[src/glyph_map_cfg.svh]
`ifndef GLYPH_MAP_CFG_SVH
`define GLYPH_MAP_CFG_SVH

// Host command codes
`define CMD_SET_OFFSET     8'h22
`define CMD_SET_ADDR       8'h24
`define CMD_SET_ROW_WIDTH  8'h41
`define CMD_WRITE_INC      8'hC0
`define CMD_WRITE_HOLD     8'hC4
`define CMD_AUTO_WRITE     8'hB0
`define CMD_AUTO_RESET     8'hB2
`define CMD_MODE_ROM       8'h80
`define CMD_MODE_USER      8'h88

// Glyph address field layout
`define BLOCK_BITS         5
`define LINE_BITS          3
`define USER_RANGE_BIT     7
`define HALF_SEL_BIT       10

// Reset values
`define BLOCK_RESET        5'h00
`define ROW_WIDTH_RESET    8'h1E

`endif

[src/glyph_map_pkg.sv]
package glyph_map_pkg;

  typedef struct packed {
    logic       valid;
    logic       is_cmd;
    logic [7:0] data;
  } host_byte_t;

  typedef struct packed {
    logic        valid;
    logic [15:0] addr;
    logic [7:0]  data;
  } mem_write_t;

  typedef struct packed {
    logic        user;
    logic [15:0] addr;
    logic [7:0]  rom_code;
  } glyph_fetch_t;

  typedef enum logic [2:0] {
    ST_IDLE,
    ST_ARG1,
    ST_ARG2,
    ST_AUTO
  } cmd_state_t;

endpackage

[src/user_glyph_area_mapping.sv]
`timescale 1ns/1ns
`default_nettype none
`include "glyph_map_cfg.svh"

// Notes on behaviour
// - Low five bits of first offset byte
// - ROM mode uses upper half only
// - Code 80h at block E000h fetches E400h
// - Block is 2 kByte, 2 kByte aligned
// - User codes draw from user area
// - Row width sets next row start
// - Address is offset, code, line index
// - ROM mode splits codes at 80h
// - Pointer command 24h, low then high
// - Offset command 22h, two data bytes
module user_glyph_area_mapping (
  input  wire logic                        sys_clk,     // System clock, 20 MHz
  input  wire logic                        rstn,        // Synchronous reset, active low
  input  wire glyph_map_pkg::host_byte_t   host_in,     // Command or data byte from host
  output logic                             host_ready,  // Device takes a byte this cycle
  output glyph_map_pkg::mem_write_t        mem_wr,      // Display memory write
  input  wire logic [7:0]                  scan_code,   // Character code under scan
  input  wire logic [2:0]                  scan_line,   // Line-scan index in the glyph
  output glyph_map_pkg::glyph_fetch_t      fetch,       // Glyph pattern fetch request
  input  wire logic [15:0]                 row_start,   // Start address of current row
  output logic [15:0]                      next_row,    // Start address of the next row
  output logic [4:0]                       block_index, // Programmed glyph block index
  output logic                             rom_mode     // Built-in glyph ROM in use
);

  // ----------------------------------------------------------------
  // State
  // ----------------------------------------------------------------
  glyph_map_pkg::cmd_state_t state_q, state_d;
  logic [7:0]  cmd_q;          // Command awaiting its data bytes
  logic [7:0]  arg1_q;         // First data byte of the pending command
  logic [15:0] addr_ptr_q;     // Display memory address pointer
  logic [4:0]  block_q;        // Glyph block index
  logic [7:0]  row_width_q;    // Bytes per display row
  logic        rom_mode_q;     // High while built-in ROM serves low codes
  glyph_map_pkg::mem_write_t wr_q;
  glyph_map_pkg::glyph_fetch_t fetch_q;

  // ----------------------------------------------------------------
  // Decode of incoming bytes
  // ----------------------------------------------------------------
  // Device never stalls; the host status check is thus always satisfied
  assign host_ready = 1'b1;

  wire is_cmd  = host_in.valid & host_in.is_cmd;
  wire is_data = host_in.valid & ~host_in.is_cmd;

  // Commands that carry two data bytes
  function automatic logic two_arg(input logic [7:0] c);
    two_arg = (c == `CMD_SET_OFFSET) | (c == `CMD_SET_ADDR) | (c == `CMD_SET_ROW_WIDTH);
  endfunction

  // Commands that carry one data byte to be written at the pointer
  function automatic logic one_write(input logic [7:0] c);
    one_write = (c == `CMD_WRITE_INC) | (c == `CMD_WRITE_HOLD);
  endfunction

  wire second_byte = is_data & (state_q == glyph_map_pkg::ST_ARG2);
  wire write_single = is_data & (state_q == glyph_map_pkg::ST_ARG1) & one_write(cmd_q);
  wire write_auto = is_data & (state_q == glyph_map_pkg::ST_AUTO);
  wire do_write = write_single | write_auto;
  // Pointer steps after auto writes and the incrementing single write
  wire ptr_step = write_auto | (write_single & (cmd_q == `CMD_WRITE_INC));
  wire set_off = second_byte & (cmd_q == `CMD_SET_OFFSET);
  wire set_ptr = second_byte & (cmd_q == `CMD_SET_ADDR);
  wire set_row = second_byte & (cmd_q == `CMD_SET_ROW_WIDTH);

  // Single-byte command decodes, shared by the sequencer and the settings;
  // unknown commands match none of these, though one landing mid-sequence still aborts it to idle
  wire cmd_arg  = is_cmd & (two_arg(host_in.data) | one_write(host_in.data));
  wire cmd_auto = is_cmd & (host_in.data == `CMD_AUTO_WRITE);
  wire cmd_stop = is_cmd & (host_in.data == `CMD_AUTO_RESET);
  wire cmd_rom  = is_cmd & (host_in.data == `CMD_MODE_ROM);
  wire cmd_user = is_cmd & (host_in.data == `CMD_MODE_USER);

  // ----------------------------------------------------------------
  // Command sequencing
  // ----------------------------------------------------------------
  // A new command aborts an unfinished argument sequence (auto mode ends only on B2h), so a lost
  // byte on the host side cannot leave the decoder stuck.
  always_comb begin
    state_d = state_q;
    case (state_q)
      glyph_map_pkg::ST_IDLE: begin
        if (cmd_arg) begin
          state_d = glyph_map_pkg::ST_ARG1;
        end else if (cmd_auto) begin
          state_d = glyph_map_pkg::ST_AUTO;
        end
      end
      glyph_map_pkg::ST_ARG1: begin
        if (is_data) begin
          state_d = two_arg(cmd_q) ? glyph_map_pkg::ST_ARG2 : glyph_map_pkg::ST_IDLE;
        end
      end
      glyph_map_pkg::ST_ARG2: begin
        if (is_data) begin
          state_d = glyph_map_pkg::ST_IDLE;
        end
      end
      glyph_map_pkg::ST_AUTO: begin
        if (cmd_stop) begin
          state_d = glyph_map_pkg::ST_IDLE;
        end
      end
      default: state_d = glyph_map_pkg::ST_IDLE;
    endcase
    // A command landing mid-sequence starts afresh; an auto-write start
    // must not be lost here, or its data bytes would be dropped silently
    if (is_cmd && (state_q == glyph_map_pkg::ST_ARG1 || state_q == glyph_map_pkg::ST_ARG2)) begin
      if (cmd_arg) begin
        state_d = glyph_map_pkg::ST_ARG1;
      end else if (cmd_auto) begin
        state_d = glyph_map_pkg::ST_AUTO;
      end else begin
        state_d = glyph_map_pkg::ST_IDLE;
      end
    end
  end

  always_ff @(posedge sys_clk) begin
    if (!rstn) begin
      state_q <= glyph_map_pkg::ST_IDLE;
      cmd_q   <= 8'h00;
      arg1_q  <= 8'h00;
    end else begin
      state_q <= state_d;
      if (is_cmd) cmd_q <= host_in.data;
      if (is_data && state_q == glyph_map_pkg::ST_ARG1) arg1_q <= host_in.data;
    end
  end

  // ----------------------------------------------------------------
  // Settings registers
  // ----------------------------------------------------------------
  // Block index changes only on a completed offset command
  // Second offset byte is accepted but unused; only its arrival matters
  // Mode commands carry no data bytes and take effect at once, even when
  // they cut short a pending argument sequence
  always_ff @(posedge sys_clk) begin
    if (!rstn) begin
      block_q     <= `BLOCK_RESET;
      row_width_q <= `ROW_WIDTH_RESET;
      rom_mode_q  <= 1'b1;
    end else begin
      if (set_off) block_q <= arg1_q[`BLOCK_BITS-1:0];
      if (set_row) row_width_q <= arg1_q;
      if (cmd_rom)  rom_mode_q <= 1'b1;
      if (cmd_user) rom_mode_q <= 1'b0;
    end
  end

  // ----------------------------------------------------------------
  // Address pointer and memory writes
  // ----------------------------------------------------------------
  // Pattern loads and text writes share this path
  // The pointer wraps from FFFFh to 0000h; no write is refused at the top
  always_ff @(posedge sys_clk) begin
    if (!rstn) begin
      addr_ptr_q <= 16'h0000;
      wr_q       <= '0;
    end else begin
      if (set_ptr) begin
        addr_ptr_q <= {host_in.data, arg1_q};
      end else if (ptr_step) begin
        addr_ptr_q <= addr_ptr_q + 16'h0001;
      end
      wr_q.valid <= do_write;
      if (do_write) begin
        wr_q.addr <= addr_ptr_q;
        wr_q.data <= host_in.data;
      end
    end
  end

  // ----------------------------------------------------------------
  // Glyph pattern address
  // ----------------------------------------------------------------
  // Block, code, line packed into 16 bits: 2 kByte aligned blocks
  wire        code_user  = ~rom_mode_q | scan_code[`USER_RANGE_BIT];
  wire [15:0] glyph_addr = {block_q, scan_code, scan_line};
  // In ROM mode user codes all have bit 7 set, landing in the upper
  // half of the block, e.g. 80h at E000h block reads E400h
  wire        half_ok    = ~rom_mode_q | glyph_addr[`HALF_SEL_BIT];

  // Registered so the memory port sees a clean address; the price is one
  // cycle of latency behind the scan inputs
  always_ff @(posedge sys_clk) begin
    if (!rstn) begin
      fetch_q <= '0;
    end else begin
      fetch_q.user     <= code_user & half_ok;
      fetch_q.addr     <= glyph_addr;
      fetch_q.rom_code <= scan_code;
    end
  end

  // ----------------------------------------------------------------
  // Outputs
  // ----------------------------------------------------------------
  // Next row start from the programmed width
  // The sum wraps inside the 64 kByte space; nothing flags a carry out,
  // so the host keeps its rows below the top of memory
  wire [15:0] row_step = {8'h00, row_width_q};
  assign next_row    = row_start + row_step;
  assign mem_wr      = wr_q;
  assign fetch       = fetch_q;
  assign block_index = block_q;
  assign rom_mode    = rom_mode_q;

endmodule // user_glyph_area_mapping

`default_nettype wire
[config.mk]
export PLATFORM = sky130hd
export DESIGN_NAME = user_glyph_area_mapping
export DESIGN_NICKNAME = d
export VERILOG_FILES = /design/src/glyph_map_pkg.sv /design/src/user_glyph_area_mapping.sv
export VERILOG_INCLUDE_DIRS = /design/src /design/src/src
export SDC_FILE = /design/constraint.sdc
export NUM_CORES = 1
export LEC_CHECK = 0
export ABC_CLOCK_PERIOD_IN_PS = 2400
export BUFFER_PORTS_ARGS = -buffer_cell sky130_fd_sc_hd__clkbuf_2
export CAP_MARGIN = 20
export CORE_MARGIN = 1
export CORE_UTILIZATION = 48
export CTS_CLUSTER_DIAMETER = 80
export DETAILED_ROUTE_END_ITERATION = 6
export PLACE_DENSITY = 0.88
export REMOVE_ABC_BUFFERS = 1
export SYNTH_ARGS = -nofsm -noshare
export SYNTH_HDL_FRONTEND = slang
export SYNTH_SLANG_ARGS = --single-unit
[constraint.sdc]
create_clock -name sys_clk -period 2.4 [get_ports sys_clk]
set_clock_uncertainty 0.05 [all_clocks]
set_input_delay 0.12 -clock sys_clk [delete_from_list [all_inputs] [get_ports sys_clk]]
set_output_delay 0.12 -clock sys_clk [all_outputs]
set_load 0.02 [all_outputs]
==> results <==
- The flow ran to the end, but the final reports show violations.
- The final reports fail on negative setup slack.
- Setup slack on the worst reg-to-reg path comes out at 0.06 ns.
- After the first detailed-routing iteration, the DRC count stood at 224.
- Clock-pin slew was measured on the worst setup and hold paths at 0.09 ns.
- Leaving out fill and tap cells, the most frequent cell in the layout is sky130_fd_sc_hd__clkbuf_2.
- CTS placed an instance of sky130_fd_sc_hd__clkbuf_8 at the clock tree root.
- For this run, global-route usage on met3 was measured as 0.0462.
- The multi-input gate area in the final layout is 0.00238 mm².
- The actual transition at the worst max-transition pin is 0.577 ns.
- Measured along the x axis, the die boundary spans a little under 100 µm.
- In this run the most critical hold path is launched from host_in[0].
- The total placed instance area is 0.00493 mm².
- In the global route stage, overall resource usage came out at 0.230.
- From bottom edge to top edge, the die measures 96.6 µm.
- The DRC violation count after routing is 0.
- At the end of the flow, the number of nets in the layout was 680.
- The total number of H-tree levels is 3.
- The number of antenna violations at the first check in global routing is 0.
- Power spread over the standard cell area amounts to 594 mW/mm².
- In this run the static leakage power is 2.42 nW.
- For the worst setup path, the data required time is approximately 2.2 ns.
- Counting flops with an async set or reset pin after synthesis yields a share of 0.
- The first global-routing pass estimated 17900 µm of wire.
- The routed wirelength normalized by instance count is 14.6 µm.
- The number of hold violations in the final report came to 0.
- The critical path ends at next_row[10].
- In this run the core area contains 34 standard-cell rows.
- The CTS tree is built.
- The cell count after synthesis came out at between 500 and 600.
- Data arrives at the worst endpoint at 2.37 ns.
- The final route contains 4135 vias.
- The die outline area is just over 0.009 mm².
- The maximum buffer depth of the clock tree is 2.
- In the final layout, the share of cells above drive strength 1 is 0.273.
- Using the TritonRoute via totals, the vias-per-cell ratio works out to 5.60.
- Setup repair after global routing could not meet its margin everywhere.
- The post-route fraction of the period consumed by the critical path is 1.06.
- The relative slew slack is 0.610.
- The type of destination of the critical path is an output pin.
- The total area inside the core boundary comes to 0.00868 mm².
- The number of buffers created by CTS is 9.
- The final antenna diode count is 0.
- The total standard cell area after synthesis is roughly 0.0043 mm².
- Static timing analysis puts the maximum clock frequency at 0.393 GHz.
- The count of buffers added on input and output ports is 110.
- For this configuration, the core starts out at a cell density of 0.495.
- After synthesis the netlist holds a flip-flop and latch count of 90.
- Wires add up to 10800 µm.
- The number of warnings printed during yosys synthesis is 0.
- The total negative setup slack is -0.537 ns.
- Once detailed placement completed, the half-perimeter wirelength came to about 7600 µm.
- The final-report setup violation count is 4.
- The largest net degree at the start of global routing is 35.
- The type of the worst setup path is reg2out.
- The design area is around 0.0054 mm².
- The smallest clock period supported by the final layout is computed as approximately 2.5 ns.
- The fill cell instance count of the final layout is 714.
- The number of pins with negative max-slew slack in the final report is 0.
- Across the run, the number of max-cap violations was 0.
- The largest fanout of any net on the critical path is 4.
- After global routing, the most crowded layer is met2.
- The endpoint of the lowest-slack register-to-register path is addr_ptr_q[11]$_SDFFE_PN0P_.
- The worst-case hold slack is 0.0563 ns.
- The number of clock sinks is 90.
- The number of global-route vias before repair is 3931.
- The met1 track demand over resource in global routing is 0.277.
- The startpoint identified for the worst register-to-register timing path is cmd_q[3]$_SDFFE_PN0P_.
- The path class of the tightest hold or removal check is in2reg.
- The later-pin clock latency in the skew report is 0.36 ns.
- The critical path starts at row_width_q[0]$_SDFFE_PN0P_.
- STA classifies the critical path startpoint as a register.
- The first-pass detailed-route iteration total is 5.
- Of the synthesized area, sequential elements account for 0.419.
- For met2 alone, demand over resource in global routing was 0.396.
- Once detail routing completed, the nets flagged for antenna violations numbered 0.
- The most used flip-flop cell after synthesis is sky130_fd_sc_hd__dfxtp_1.
- The total overflow left after global routing is 0.
- At the end of routability-driven placement, the weighted congestion stood at 0.947.
- The synthesized netlist contains 55 unique library cells.
- The area growth from synthesis to layout is 26.4%.
- The top cell types in the final layout, fill and taps aside, are 106 x sky130_fd_sc_hd__clkbuf_2, 87 x sky130_fd_sc_hd__nand2_1, 86 x sky130_fd_sc_hd__dfxtp_1.
- The storage element area is 0.00181 mm².
- Averaged over all synthesized cells, the footprint is 8.48 µm².
- The cell depth of the worst flop-to-flop path is 5.
- Once layout is complete, the utilization of the core stands at 0.626.
- In this run the count of I/O pins placed on the die edge is 112.
- After layout, the worst setup slack is -0.144 ns.
- Yosys mapped a number of flops with a built-in enable equal to 0.
- VDD sags by at most roughly 340 µV.
- The total power after layout is roughly 3.2 mW.
[cell type report]
type                            instances  share of cell area
Tap cell                              108              0.0249
Multi-Input combinational cell        372               0.438
Clock buffer                           11              0.0279
Timing Repair Buffer                  143               0.154
Sequential cell                        90               0.333
Clock inverter                          5              0.0159
Inverter                               10             0.00691
[synth_stat cells (2+ instances only)]
library cell | n | area share
sky130_fd_sc_hd__a2111oi_0 | 2 | 0.0041
sky130_fd_sc_hd__a211oi_1 | 7 | 0.012
sky130_fd_sc_hd__a21o_1 | 2 | 0.0035
sky130_fd_sc_hd__a21oi_1 | 46 | 0.054
sky130_fd_sc_hd__a311oi_1 | 5 | 0.010
sky130_fd_sc_hd__a31oi_1 | 5 | 0.0073
sky130_fd_sc_hd__and2_1 | 21 | 0.031
sky130_fd_sc_hd__and3_1 | 10 | 0.015
sky130_fd_sc_hd__buf_4 | 9 | 0.016
sky130_fd_sc_hd__clkbuf_1 | 24 | 0.021
sky130_fd_sc_hd__dfxtp_1 | 90 | 0.42
sky130_fd_sc_hd__ha_1 | 14 | 0.041
sky130_fd_sc_hd__inv_1 | 10 | 0.0087
sky130_fd_sc_hd__mux2i_1 | 21 | 0.049
sky130_fd_sc_hd__nand2_1 | 87 | 0.076
sky130_fd_sc_hd__nand3_1 | 4 | 0.0047
sky130_fd_sc_hd__nand3b_1 | 4 | 0.0070
sky130_fd_sc_hd__nand4_1 | 10 | 0.015
sky130_fd_sc_hd__nand4b_1 | 2 | 0.0041
sky130_fd_sc_hd__nor2_1 | 39 | 0.034
sky130_fd_sc_hd__nor3_1 | 7 | 0.0082
sky130_fd_sc_hd__nor3b_1 | 2 | 0.0035
sky130_fd_sc_hd__o21a_1 | 3 | 0.0052
sky130_fd_sc_hd__o21ai_0 | 17 | 0.020
sky130_fd_sc_hd__o21bai_1 | 3 | 0.0052
sky130_fd_sc_hd__o31ai_1 | 2 | 0.0035
sky130_fd_sc_hd__or2_2 | 2 | 0.0029
sky130_fd_sc_hd__or3_1 | 9 | 0.013
sky130_fd_sc_hd__or4_1 | 4 | 0.0070
sky130_fd_sc_hd__xnor2_1 | 3 | 0.0061
sky130_fd_sc_hd__xor2_1 | 19 | 0.039
[routing by layer]
metal  vias to the layer above  wire length (µm)
li1                       1993                 -
met1                      1956              4630
met2                       166              5320
met3                        20               672
met4                         0               195
met5                         -                 0
[cells by family after synthesis]
logic type	synth area share
buf+inv	0.0475
simple gates	0.244
mux	0.0489
other cells	0.000873
xor+xnor	0.0448
compound gates	0.150
flops	0.419
fa+ha+maj	0.0454
[metrics by stage]
stage / worst slack, ns / std cells
2_1_floorplan: -0.103 / 472
3_3_place_gp: 0.0848 / 705
3_5_place_dp: -0.0674 / 705
4_1_cts: -0.186 / 737
5_1_grt: -0.230 / 739
6_report: -0.144 / 739
[worst min path at each step]
stage	cells after the start	endpoint	slack, ns
3_3_place_gp	2	fetch[14]$_SDFF_PN0_	0.28
5_1_grt	3	cmd_q[0]$_SDFFE_PN0P_	0.07
6_report	3	mem_wr[0]$_SDFFE_PN0P_	0.06
4_1_cts	3	cmd_q[3]$_SDFFE_PN0P_	0.03
2_1_floorplan	1	rom_mode$_SDFFE_PN1P_	0.13
3_5_place_dp	2	fetch[13]$_SDFF_PN0_	0.28
[registers in the layout, indices dropped and copies added, names as in the netlist]
name and cells:
mem_wr 25, fetch 17, addr_ptr_q 16, arg1_q 8
cmd_q 8, row_width_q 8, block_index 5, state_q 2
rom_mode 1
[what timing repair did]
| item | 4_1_cts | 5_1_grt |
|---|---|---|
| setup buffers | 5 | 2 |
| endpoints found under the setup margin | 8 | 22 |
| hold endpoints to repair | 12 | 0 |
| pin swaps | 6 | 5 |
| hold buffers | 11 | 0 |
| resized for setup | 16 | 13 |
[worst max-delay path, stage by stage, from the launching register on]
cell	delay, ns
sky130_fd_sc_hd__dfxtp_2	0.35
sky130_fd_sc_hd__ha_4	0.16
sky130_fd_sc_hd__fa_2	0.36
sky130_fd_sc_hd__a21oi_2	0.19
sky130_fd_sc_hd__o21ai_2	0.09
sky130_fd_sc_hd__a2111oi_2	0.31
sky130_fd_sc_hd__buf_4	0.19
sky130_fd_sc_hd__nor3_1	0.06
sky130_fd_sc_hd__xor2_1	0.15
sky130_fd_sc_hd__buf_4	0.17
[where the power goes]
| part | total (mW) | leakage [nW] | switching (mW) | internal (mW) |
|---|---|---|---|---|
| clock network | 1.19 | 0.120 | 0.541 | 0.649 |
| registers | 1.56 | 0.730 | 0.0350 | 1.53 |
| logic | 0.475 | 1.57 | 0.278 | 0.197 |
(Power assumes the default switching activity.)
